**src/pkg/pllpd_regs.svh**
```systemverilog
// Register offsets, field positions and reset values of the power and divider fields
`ifndef PLLPD_REGS_SVH
`define PLLPD_REGS_SVH
`define PLLPD_ADDR_W          15
`define PLLPD_OFF_PWR         15'h0002
`define PLLPD_OFF_DIV_LO      15'h0010
`define PLLPD_OFF_DIV_MID     15'h0011
`define PLLPD_OFF_DIV_HI      15'h0012
`define PLLPD_PWR_SEL_LSB     0
`define PLLPD_PWR_SEL_MSB     1
`define PLLPD_RST_BIT         2
`define PLLPD_DIVHI_MSB       1
`define PLLPD_DITH_LSB        2
`define PLLPD_DITH_MSB        3
`define PLLPD_ORD_LSB         4
`define PLLPD_ORD_MSB         6
`define PLLPD_PWR_SEL_RST     2'h0
`define PLLPD_DIV_RST         18'h00010
`define PLLPD_DIV_MIN         18'h00010
`define PLLPD_DIV_MAX         18'h3FFF4
`define PLLPD_DITH_RST        2'h0
`define PLLPD_ORD_RST         3'h0
`endif

```
**src/pkg/pllpd_pkg.sv**
```systemverilog
// Types of the power and divider field bank
package pllpd_pkg;
	typedef enum logic [1:0]
	{
		PLLPD_PWR_OFF    = 2'h0,
		PLLPD_PWR_ON     = 2'h1,
		PLLPD_PWR_PIN    = 2'h2,
		PLLPD_PWR_RSVD   = 2'h3
	} pllpd_pwr_t;
	typedef enum logic [1:0]
	{
		PLLPD_DITH_WEAK   = 2'h0,
		PLLPD_DITH_MEDIUM = 2'h1,
		PLLPD_DITH_STRONG = 2'h2,
		PLLPD_DITH_NONE   = 2'h3
	} pllpd_dith_t;
	typedef enum logic [2:0]
	{
		PLLPD_ORD_INT  = 3'h0,
		PLLPD_ORD_1    = 3'h1,
		PLLPD_ORD_2    = 3'h2,
		PLLPD_ORD_3    = 3'h3,
		PLLPD_ORD_4    = 3'h4
	} pllpd_ord_t;
endpackage : pllpd_pkg

```
**src/pllpd_sync.sv**
```systemverilog
// Two-flop synchroniser for the chip enable pin
`timescale 1ns/1ps
`default_nettype none
module pllpd_sync
(
	input  wire logic clk,
	input  wire logic resetn,
	input  wire logic ce,
	input  wire logic din,
	output var  logic dout
);
	typedef struct packed
	{
		logic meta;
		logic sync;
	} pllpd_sync_t;
	pllpd_sync_t s_q;
	pllpd_sync_t s_d;
	always_comb
	begin
		s_d = s_q;
		if (ce)
		begin
			s_d.meta = din;
			s_d.sync = s_q.meta;
		end
	end
	always_ff @(posedge clk or negedge resetn)
	begin
		if (!resetn)
			s_q <= '0;
		else
			s_q <= s_d;
	end
	assign dout = s_q.sync;
endmodule : pllpd_sync
`default_nettype wire

```
**src/pllpd_fields.sv**
```systemverilog
// Power state, software reset, feedback divider and modulator field bank
//
// The address-and-strobe port was chosen for this implementation.
`timescale 1ns/1ps
`default_nettype none
`include "pllpd_regs.svh"
module pllpd_fields
(
	input  wire logic                       clk,
	input  wire logic                       resetn,
	input  wire logic                       ce,
	input  wire logic [`PLLPD_ADDR_W-1:0]   addr,
	input  wire logic [7:0]                 wdata,
	input  wire logic                       wr,
	input  wire logic                       rd,
	output var  logic [7:0]                 rdata,
	input  wire logic                       chip_enable_pin,
	input  wire logic                       ramp_enable,
	output var  logic                       powered_up,
	output var  logic                       ramp_start,
	output var  logic [17:0]                feedback_divide,
	output var  pllpd_pkg::pllpd_dith_t     dither_strength,
	output var  pllpd_pkg::pllpd_ord_t      modulator_order,
	output var  logic                       divide_out_of_range,
	output var  logic                       reserved_setting
);
	import pllpd_pkg::*;
	typedef struct packed
	{
		logic [1:0]  pwr_sel;
		logic [17:0] div;
		logic [1:0]  dith;
		logic [2:0]  ord;
		logic [7:0]  rdata;
		logic        ramp;
		logic        pwr;
	} pllpd_state_t;
	pllpd_state_t st_q;
	pllpd_state_t st_d;
	logic         ce_sync;
	logic [7:0]   rd_mux;
	pllpd_sync u_ce_sync
	(
		.clk    (clk),
		.resetn (resetn),
		.ce     (ce),
		.din    (chip_enable_pin),
		.dout   (ce_sync)
	);
	always_comb
	begin
		rd_mux = 8'h00;
		if (addr == `PLLPD_OFF_PWR)
			rd_mux = {6'h00, st_q.pwr_sel};
		else if (addr == `PLLPD_OFF_DIV_LO)
			rd_mux = st_q.div[7:0];
		else if (addr == `PLLPD_OFF_DIV_MID)
			rd_mux = st_q.div[15:8];
		else if (addr == `PLLPD_OFF_DIV_HI)
			rd_mux = {1'b0, st_q.ord, st_q.dith, st_q.div[17:16]};
	end
	always_comb
	begin
		st_d = st_q;
		st_d.ramp = 1'b0;
		if (rd)
			st_d.rdata = rd_mux;
		if (wr)
		begin
			if (addr == `PLLPD_OFF_PWR)
			begin
				if (wdata[`PLLPD_RST_BIT])
				begin
					// Bit self-clears; select, divider, dither and order return to defaults, read data is kept
					st_d.pwr_sel = `PLLPD_PWR_SEL_RST;
					st_d.div     = `PLLPD_DIV_RST;
					st_d.dith    = `PLLPD_DITH_RST;
					st_d.ord     = `PLLPD_ORD_RST;
				end
				else
					st_d.pwr_sel = wdata[`PLLPD_PWR_SEL_MSB:`PLLPD_PWR_SEL_LSB];
			end
			else if (addr == `PLLPD_OFF_DIV_LO)
			begin
				st_d.div[7:0] = wdata;
				st_d.ramp     = ramp_enable;
			end
			else if (addr == `PLLPD_OFF_DIV_MID)
				st_d.div[15:8] = wdata;
			else if (addr == `PLLPD_OFF_DIV_HI)
			begin
				st_d.div[17:16] = wdata[`PLLPD_DIVHI_MSB:0];
				st_d.dith       = wdata[`PLLPD_DITH_MSB:`PLLPD_DITH_LSB];
				st_d.ord        = wdata[`PLLPD_ORD_MSB:`PLLPD_ORD_LSB];
			end
		end
		// Reserved select keeps the part off, the safe choice
		case (pllpd_pwr_t'(st_d.pwr_sel))
			PLLPD_PWR_ON:  st_d.pwr = 1'b1;
			PLLPD_PWR_PIN: st_d.pwr = ce_sync;
			default:       st_d.pwr = 1'b0;
		endcase
	end
	always_ff @(posedge clk or negedge resetn)
	begin
		if (!resetn)
		begin
			// Power-on defaults
			st_q.pwr_sel <= `PLLPD_PWR_SEL_RST;
			st_q.div     <= `PLLPD_DIV_RST;
			st_q.dith    <= `PLLPD_DITH_RST;
			st_q.ord     <= `PLLPD_ORD_RST;
			st_q.rdata   <= 8'h00;
			st_q.ramp    <= 1'b0;
			st_q.pwr     <= 1'b0;
		end
		else if (ce)
			st_q <= st_d;
	end
	assign rdata           = st_q.rdata;
	assign powered_up      = st_q.pwr;
	assign ramp_start      = st_q.ramp;
	assign feedback_divide = st_q.div;
	assign dither_strength = pllpd_dith_t'(st_q.dith);
	assign modulator_order = pllpd_ord_t'(st_q.ord);
	// Flag only; hardware does not clamp, software owns the range
	assign divide_out_of_range = (st_q.div < `PLLPD_DIV_MIN) || (st_q.div > `PLLPD_DIV_MAX);
	assign reserved_setting = (st_q.pwr_sel == 2'h3) || (st_q.ord > 3'h4);

	pwr_off_a: assert property (@(posedge clk) disable iff (!resetn)
		(ce && st_q.pwr_sel == 2'h0 && !(wr && addr == `PLLPD_OFF_PWR)) |=> !powered_up)
		else $error("powered up while select is off");
	pwr_on_a: assert property (@(posedge clk) disable iff (!resetn)
		(ce && st_q.pwr_sel == 2'h1 && !(wr && addr == `PLLPD_OFF_PWR)) |=> powered_up)
		else $error("not powered up while select is on");
	pwr_pin_a: assert property (@(posedge clk) disable iff (!resetn)
		(ce && st_q.pwr_sel == 2'h2 && !(wr && addr == `PLLPD_OFF_PWR))
		|=> powered_up == $past(ce_sync))
		else $error("power does not follow pin");
	soft_rst_a: assert property (@(posedge clk) disable iff (!resetn)
		(ce && wr && addr == `PLLPD_OFF_PWR && wdata[`PLLPD_RST_BIT])
		|=> (feedback_divide == `PLLPD_DIV_RST && st_q.pwr_sel == 2'h0
		&& st_q.dith == 2'h0 && st_q.ord == 3'h0))
		else $error("register reset did not restore defaults");
	div_lo_a: assert property (@(posedge clk) disable iff (!resetn)
		(ce && wr && addr == `PLLPD_OFF_DIV_LO) |=> feedback_divide[7:0] == $past(wdata))
		else $error("low divider byte not stored");
	div_hold_a: assert property (@(posedge clk) disable iff (!resetn)
		(!wr || !ce) |=> $stable(feedback_divide))
		else $error("divider changed without write");
	ramp_go_a: assert property (@(posedge clk) disable iff (!resetn)
		ce |=> ramp_start == $past(wr && addr == `PLLPD_OFF_DIV_LO && ramp_enable))
		else $error("ramp start mismatch");
	dith_wr_a: assert property (@(posedge clk) disable iff (!resetn)
		(ce && wr && addr == `PLLPD_OFF_DIV_HI)
		|=> (st_q.dith == $past(wdata[3:2]) && st_q.ord == $past(wdata[6:4])))
		else $error("dither or order not stored");
	rd_data_a: assert property (@(posedge clk) disable iff (!resetn)
		(ce && rd && addr == `PLLPD_OFF_DIV_MID && !wr) |=> rdata == $past(st_q.div[15:8]))
		else $error("mid divider read back wrong");
	ramp_c: cover property (@(posedge clk) disable iff (!resetn) ramp_start);
	pin_c: cover property (@(posedge clk) disable iff (!resetn)
		st_q.pwr_sel == 2'h2 && powered_up);
	srst_c: cover property (@(posedge clk) disable iff (!resetn)
		wr && addr == `PLLPD_OFF_PWR && wdata[`PLLPD_RST_BIT]);
endmodule : pllpd_fields
`default_nettype wire

```
**config.mk**
```make
export PLATFORM = sky130hd
export DESIGN_NAME = pllpd_fields
export DESIGN_NICKNAME = d
export VERILOG_FILES = /design/src/pkg/pllpd_pkg.sv /design/src/pllpd_sync.sv /design/src/pllpd_fields.sv
export VERILOG_INCLUDE_DIRS = /design/src /design/src/pkg
export SDC_FILE = /design/constraint.sdc
export NUM_CORES = 1
export LEC_CHECK = 0
export BUFFER_PORTS_ARGS = -buffer_cell sky130_fd_sc_hd__buf_2
export CAP_MARGIN = 20
export CORE_MARGIN = 5
export CORE_UTILIZATION = 27
export DETAILED_ROUTE_END_ITERATION = 12
export PLACE_DENSITY = 0.47
export SLEW_MARGIN = 0
export SYNTH_ARGS = -nofsm -noshare
export SYNTH_HDL_FRONTEND = slang
export SYNTH_SLANG_ARGS = --single-unit
export TNS_END_PERCENT = 1
```
**constraint.sdc**
```tcl
create_clock -name clk -period 1.7 [get_ports clk]
set_clock_uncertainty 0.05 [all_clocks]
set_input_delay 0.085 -clock clk [delete_from_list [all_inputs] [get_ports clk]]
set_output_delay 0.085 -clock clk [all_outputs]
set_load 0.02 [all_outputs]
```
# Word level (Yosys, flattened, before mapping)
# Index checks and enable logic that the tools add are counted.
# word_totals
out_inout_bits	35
ff_bits	37
elab_cells	54
input_bits	30
# classes
magnitude_cmp	3
n_eq_ne	10
reduce_logical	9
muxes	21
# op_table
cell	count
23-bit two-way mux	2
15-bit by 5-bit == test with 1-bit output (second input constant)	3
8-bit two-way mux	5
25-bit two-way mux	1
18-bit greater-than comparator (second input constant)	1
18-bit by 5-bit < comparator with 1-bit output (second input constant)	1
15-bit by 2-bit == test with 1-bit output (second input constant)	1
5-bit two-way mux	3
10-bit two-way mux	1
2-bit two-way mux	4
7-bit two-way mux	1
2-bit inequality test (second input constant)	3
6-bit AND reduction	1
2-bit nonzero test	3
5-bit AND reduction	1
2-bit == test (second input constant)	2
4-bit AND reduction	1
3-bit greater-than comparator (second input constant)	1
1-bit two-way mux	3
2-bit by 1-bit == test with 1-bit output (second input constant)	1
1-bit logical OR	2
1-bit one-hot mux with 2 select lines	1
2-bit AND reduction	1

# Depth between registers and ports, before layout
# logic_depth
ltp_word	8
ltp_mapped	9
depth_no_buf	8

# By module
# From an unflattened synthesis, not the netlist that was laid out.
# unflattened
hier_cells	255
hier_area_um2	2278.4
# by_module_without_submodules
mod	cells_per_inst	instances	seq_area_each_um2	area_each_um2
pllpd_fields	251	1	877.1	2205.9
pllpd_sync	4	1	50.0	72.6

# Worst setup path before layout
# No wires, ideal clock.
# synth_timing
path_type	input -> register
from	input port addr[5]
to	register st_q (netlist bit powered_up)
setup_ns	0.125
path_buffers	1
t_required_ns	1.525
stages	9
arrival_time_ns	2.079
setup_slack_ns	-0.553
path_cell_list	nor4_1 and4_1 clkbuf_1 nand2_1 mux2_2 ha_1 a21oi_1 nor2_1 mux2_2
# synth_rtl
item	line	source
from (decl)	pllpd_fields.sv:12	input wire logic [`PLLPD_ADDR_W-1:0] addr,
to (signal assigned)	pllpd_fields.sv:118	st_q <= st_d;
to (decl)	pllpd_fields.sv:38	pllpd_state_t st_q;

# Worst setup path in the final report
# layout_timing
from	input port addr[12]
to	register st_q (netlist bit feedback_divide[17])
# layout_between
elab_chain_len	3
elab_cells_between_ends	10
classes_between	eq/ne: 7; mux: 1; reduce/logical: 2
# layout_rtl
item
15-bit by 2-bit == test with 1-bit output (no source line) / 15-bit by 5-bit == test with 1-bit output (equally long branches)
2-bit inequality test (no source line) / 2-bit nonzero test (equally long branches)
6-bit AND reduction (no source line)
# Parallel ways exist; a longest one is shown, timed or not.
# A chain may end at the register's enable or synchronous reset.

==> metrics <==
status=finished with violations; failing checks=setup timing; Syn Inst Count=229; fmax=0.495 GHz; delay-heaviest family, CP=simple AND/OR/NAND/NOR gates; grt total ovfl=0; # clock sinks=37; vias in the first global route=2144; Synth top area share=38.3%; GPL Wtd Cong=0.857; htree depth=2; post-route setup slack=-321 ps; Die Wd=103 um; Post-CTS Repair Setup Buffers=0; Peak VDD IR=0.253 mV; RSZ-0062 raised after global routing=true; top-count cell post-synth=dfrtp_1; DP HPWL=5890 um; area of the multi-input gates=1200 um^2; CP arrival=2150 ps; Yosys warning total=0; Clock Path Buffers=2; crit end category=register; worst rel slew slack=66.8%; Clock Pin Slew Worst Setup and Hold Paths=80 ps; max cap viols=0; Hold Crit Class=input port to register; Final Cycle Share=119%; setup violators final=16; Netlist cell types=41; total CTS buffers=5; CP bufs+invs=1; Leak=1.55 nW; Syn Std Cell Area=2350 um^2; pwr/cell area=552 nW/um^2; flops & latches, synth=37; residual DRC count=0; Seq/Total Area, Yosys=39.4%; GRT Util Overall=14.6%; Avg Cell Area, Syn=10.3 um^2; Die Ht=103 um; area leader, netlist=dfrtp_1; Max Slew Vio Count=0; Post-Route WL=7440 um; clock root cell=clkbuf_8; full die area=10700 um^2; P&R area growth vs syn=31.9%; router iterations before antenna repair=4; IO buf count=64; IO Count=65; asr flop ratio synth=100%; critical path class=input port to register; Final Core Density=36.1%; worst-path cell chain=buf_6 > or4_4 > or4_4 > or4_4 > mux2_4; FF+latch area=927 um^2; Synth area leaders=dfrtp_1 (38%), buf_4 (9.9%), mux2_2 (6.7%); Worst Path Max Fanout=7; Via density=4.83; share of cells above drive strength 1=48.7%; initial antenna violation count=0; min Tclk post-route=2020 ps; Slew @ Worst Pin=498 ps; cell mode on critical path=or4_4; clk_lat worst skew=290 ps; CP Launch Type=input port; Inserted Diodes=0; most frequent cells after synthesis=dfrtp_1 (36), buf_4 (31), nand2_1 (15); CTS tree=done; DR WL/cell=17.5 um; Net Count, Synth=261; fillers=922; final hold vios=0; leading register cell type out of synthesis=dfrtp_1; Nets=347; Total Power=1.71 mW; core box area=8590 um^2; drt initial violations=114; Worst EP required=1830 ps; DRT antenna net count=0; EDFF count, synth=0; Initial Util=27.4%; vias=2048; cell row count=34; CP max stage delay=550 ps; CP max-delay cell=or4_4; first-pass GRT wire length=11700 um; largest net degree at the start of global routing=22
area by class of cell:
type / count / area share, %
Inverter: 4 / 0.484
Sequential cell: 37 / 29.9
Clock inverter: 2 / 0.323
Multi-Input combinational cell: 150 / 38.8
Clock buffer: 6 / 2.34
Timing Repair Buffer: 117 / 23.8
Tap cell: 108 / 4.36
worst paths after layout:
check | endpoint | slack, ps | start | depth (start not counted)
setup / recovery | feedback_divide[17] | -320 | addr[12] | 5
hold / removal | feedback_divide[15] | 20 | wdata[7] | 3
setup reg to reg | powered_up | 220 | st_q[33] | 5
hold reg to reg | rdata[4] | 430 | rdata[4] | 2
max in group asynchronous | feedback_divide[4] | 750 | resetn | 3
min in group asynchronous | feedback_divide[15] | 240 | resetn | 2
kinds of logic after synthesis:
kind of cell | after synthesis | share of synthesized area [%]
AND/OR/NAND/NOR | 81 | 20.8
AO/OA/AOI/OAI | 36 | 11.3
multiplexers | 31 | 15.4
buffers and inverters | 42 | 12.0
flip-flops | 37 | 39.4
adder cells (fa/ha/maj) | 2 | 1.06
worst reg2reg max path: stages (launching register included):
cell and delay [ps]:
dfrtp_1 430, mux2_2 280, ha_1 200, a21oi_1 110, nor2_1 50, mux2_2 250
state kept, by name, summed over array words and instances, names as in the netlist:
name	count
feedback_divide	18
rdata	8
modulator_order	3
dither_strength	2
st_q	2
powered_up	1
ramp_start	1
u_ce_sync.dout	1
u_ce_sync.s_q	1
stage by stage:
stage / cells / TNS, ps / worst slack (ps) / instance area [um^2] / hold WS [ps]
2_1_floorplan: 229 / -7250 / -473 / 2360 / -261
3_3_place_gp: 413 / -9540 / -631 / 2930 / 35.3
3_5_place_dp: 413 / -9960 / -644 / 2930 / 30.4
4_1_cts: 424 / -3560 / -315 / 3090 / 6.14
5_1_grt: 424 / -4360 / -335 / 3100 / 19.9
6_report: 424 / -3710 / -321 / 3100 / 16.0
cell usage in the layout, fill, tap and decap left out, drive strengths merged:
| master | count |
|---|---|
| clkinv | 2 |
| nor3b | 4 |
| and3 | 7 |
| inv | 4 |
| a2bb2oi | 2 |
| nand2b | 7 |
| or4 | 3 |
| o211ai | 1 |
| or3 | 1 |
| and4 | 1 |
| a211oi | 1 |
| o21ai | 3 |
| o22ai | 1 |
| nor4b | 2 |
| and2 | 10 |
| clkbuf | 6 |
| o31ai | 8 |
| a31oi | 1 |
| nor2 | 9 |
| mux2i | 10 |
| dfstp | 1 |
| nand2 | 15 |
| dlygate4sd3 | 3 |
| nand4 | 7 |
| buf | 114 |
| a21oi | 3 |
| a22oi | 8 |
| nor2b | 3 |
| nand3 | 2 |
| dfrtp | 36 |
| o21ba | 1 |
| nor3 | 1 |
| o41ai | 1 |
| o2bb2ai | 6 |
| ha | 2 |
| mux2 | 21 |
| nor4 | 8 |
| and3b | 1 |
metal layers:
metal	vias up	track usage [%]	wire (um)
li1	981	-	-
met1	996	20.4	3410
met2	62	22.9	3430
met3	9	3.09	505
met4	0	4.08	89
met5	-	0	0
power breakdown:
part	leakage (nW)	internal, mW	switching (mW)
combinational	1.03	0.0919	0.103
clock	0.0450	0.285	0.343
sequential	0.472	0.885	0.00277
total	1.55	1.26	0.449
repair_timing:
action / CTS / global route
endpoints found under the setup margin: 17 / 17
pin swaps: 3 / 0
hold buffers: 3 / 0
resized for setup: 12 / 2
endpoints found under the hold margin: 21 / 0
No activity file was read; power rests on OpenSTA's default activity.
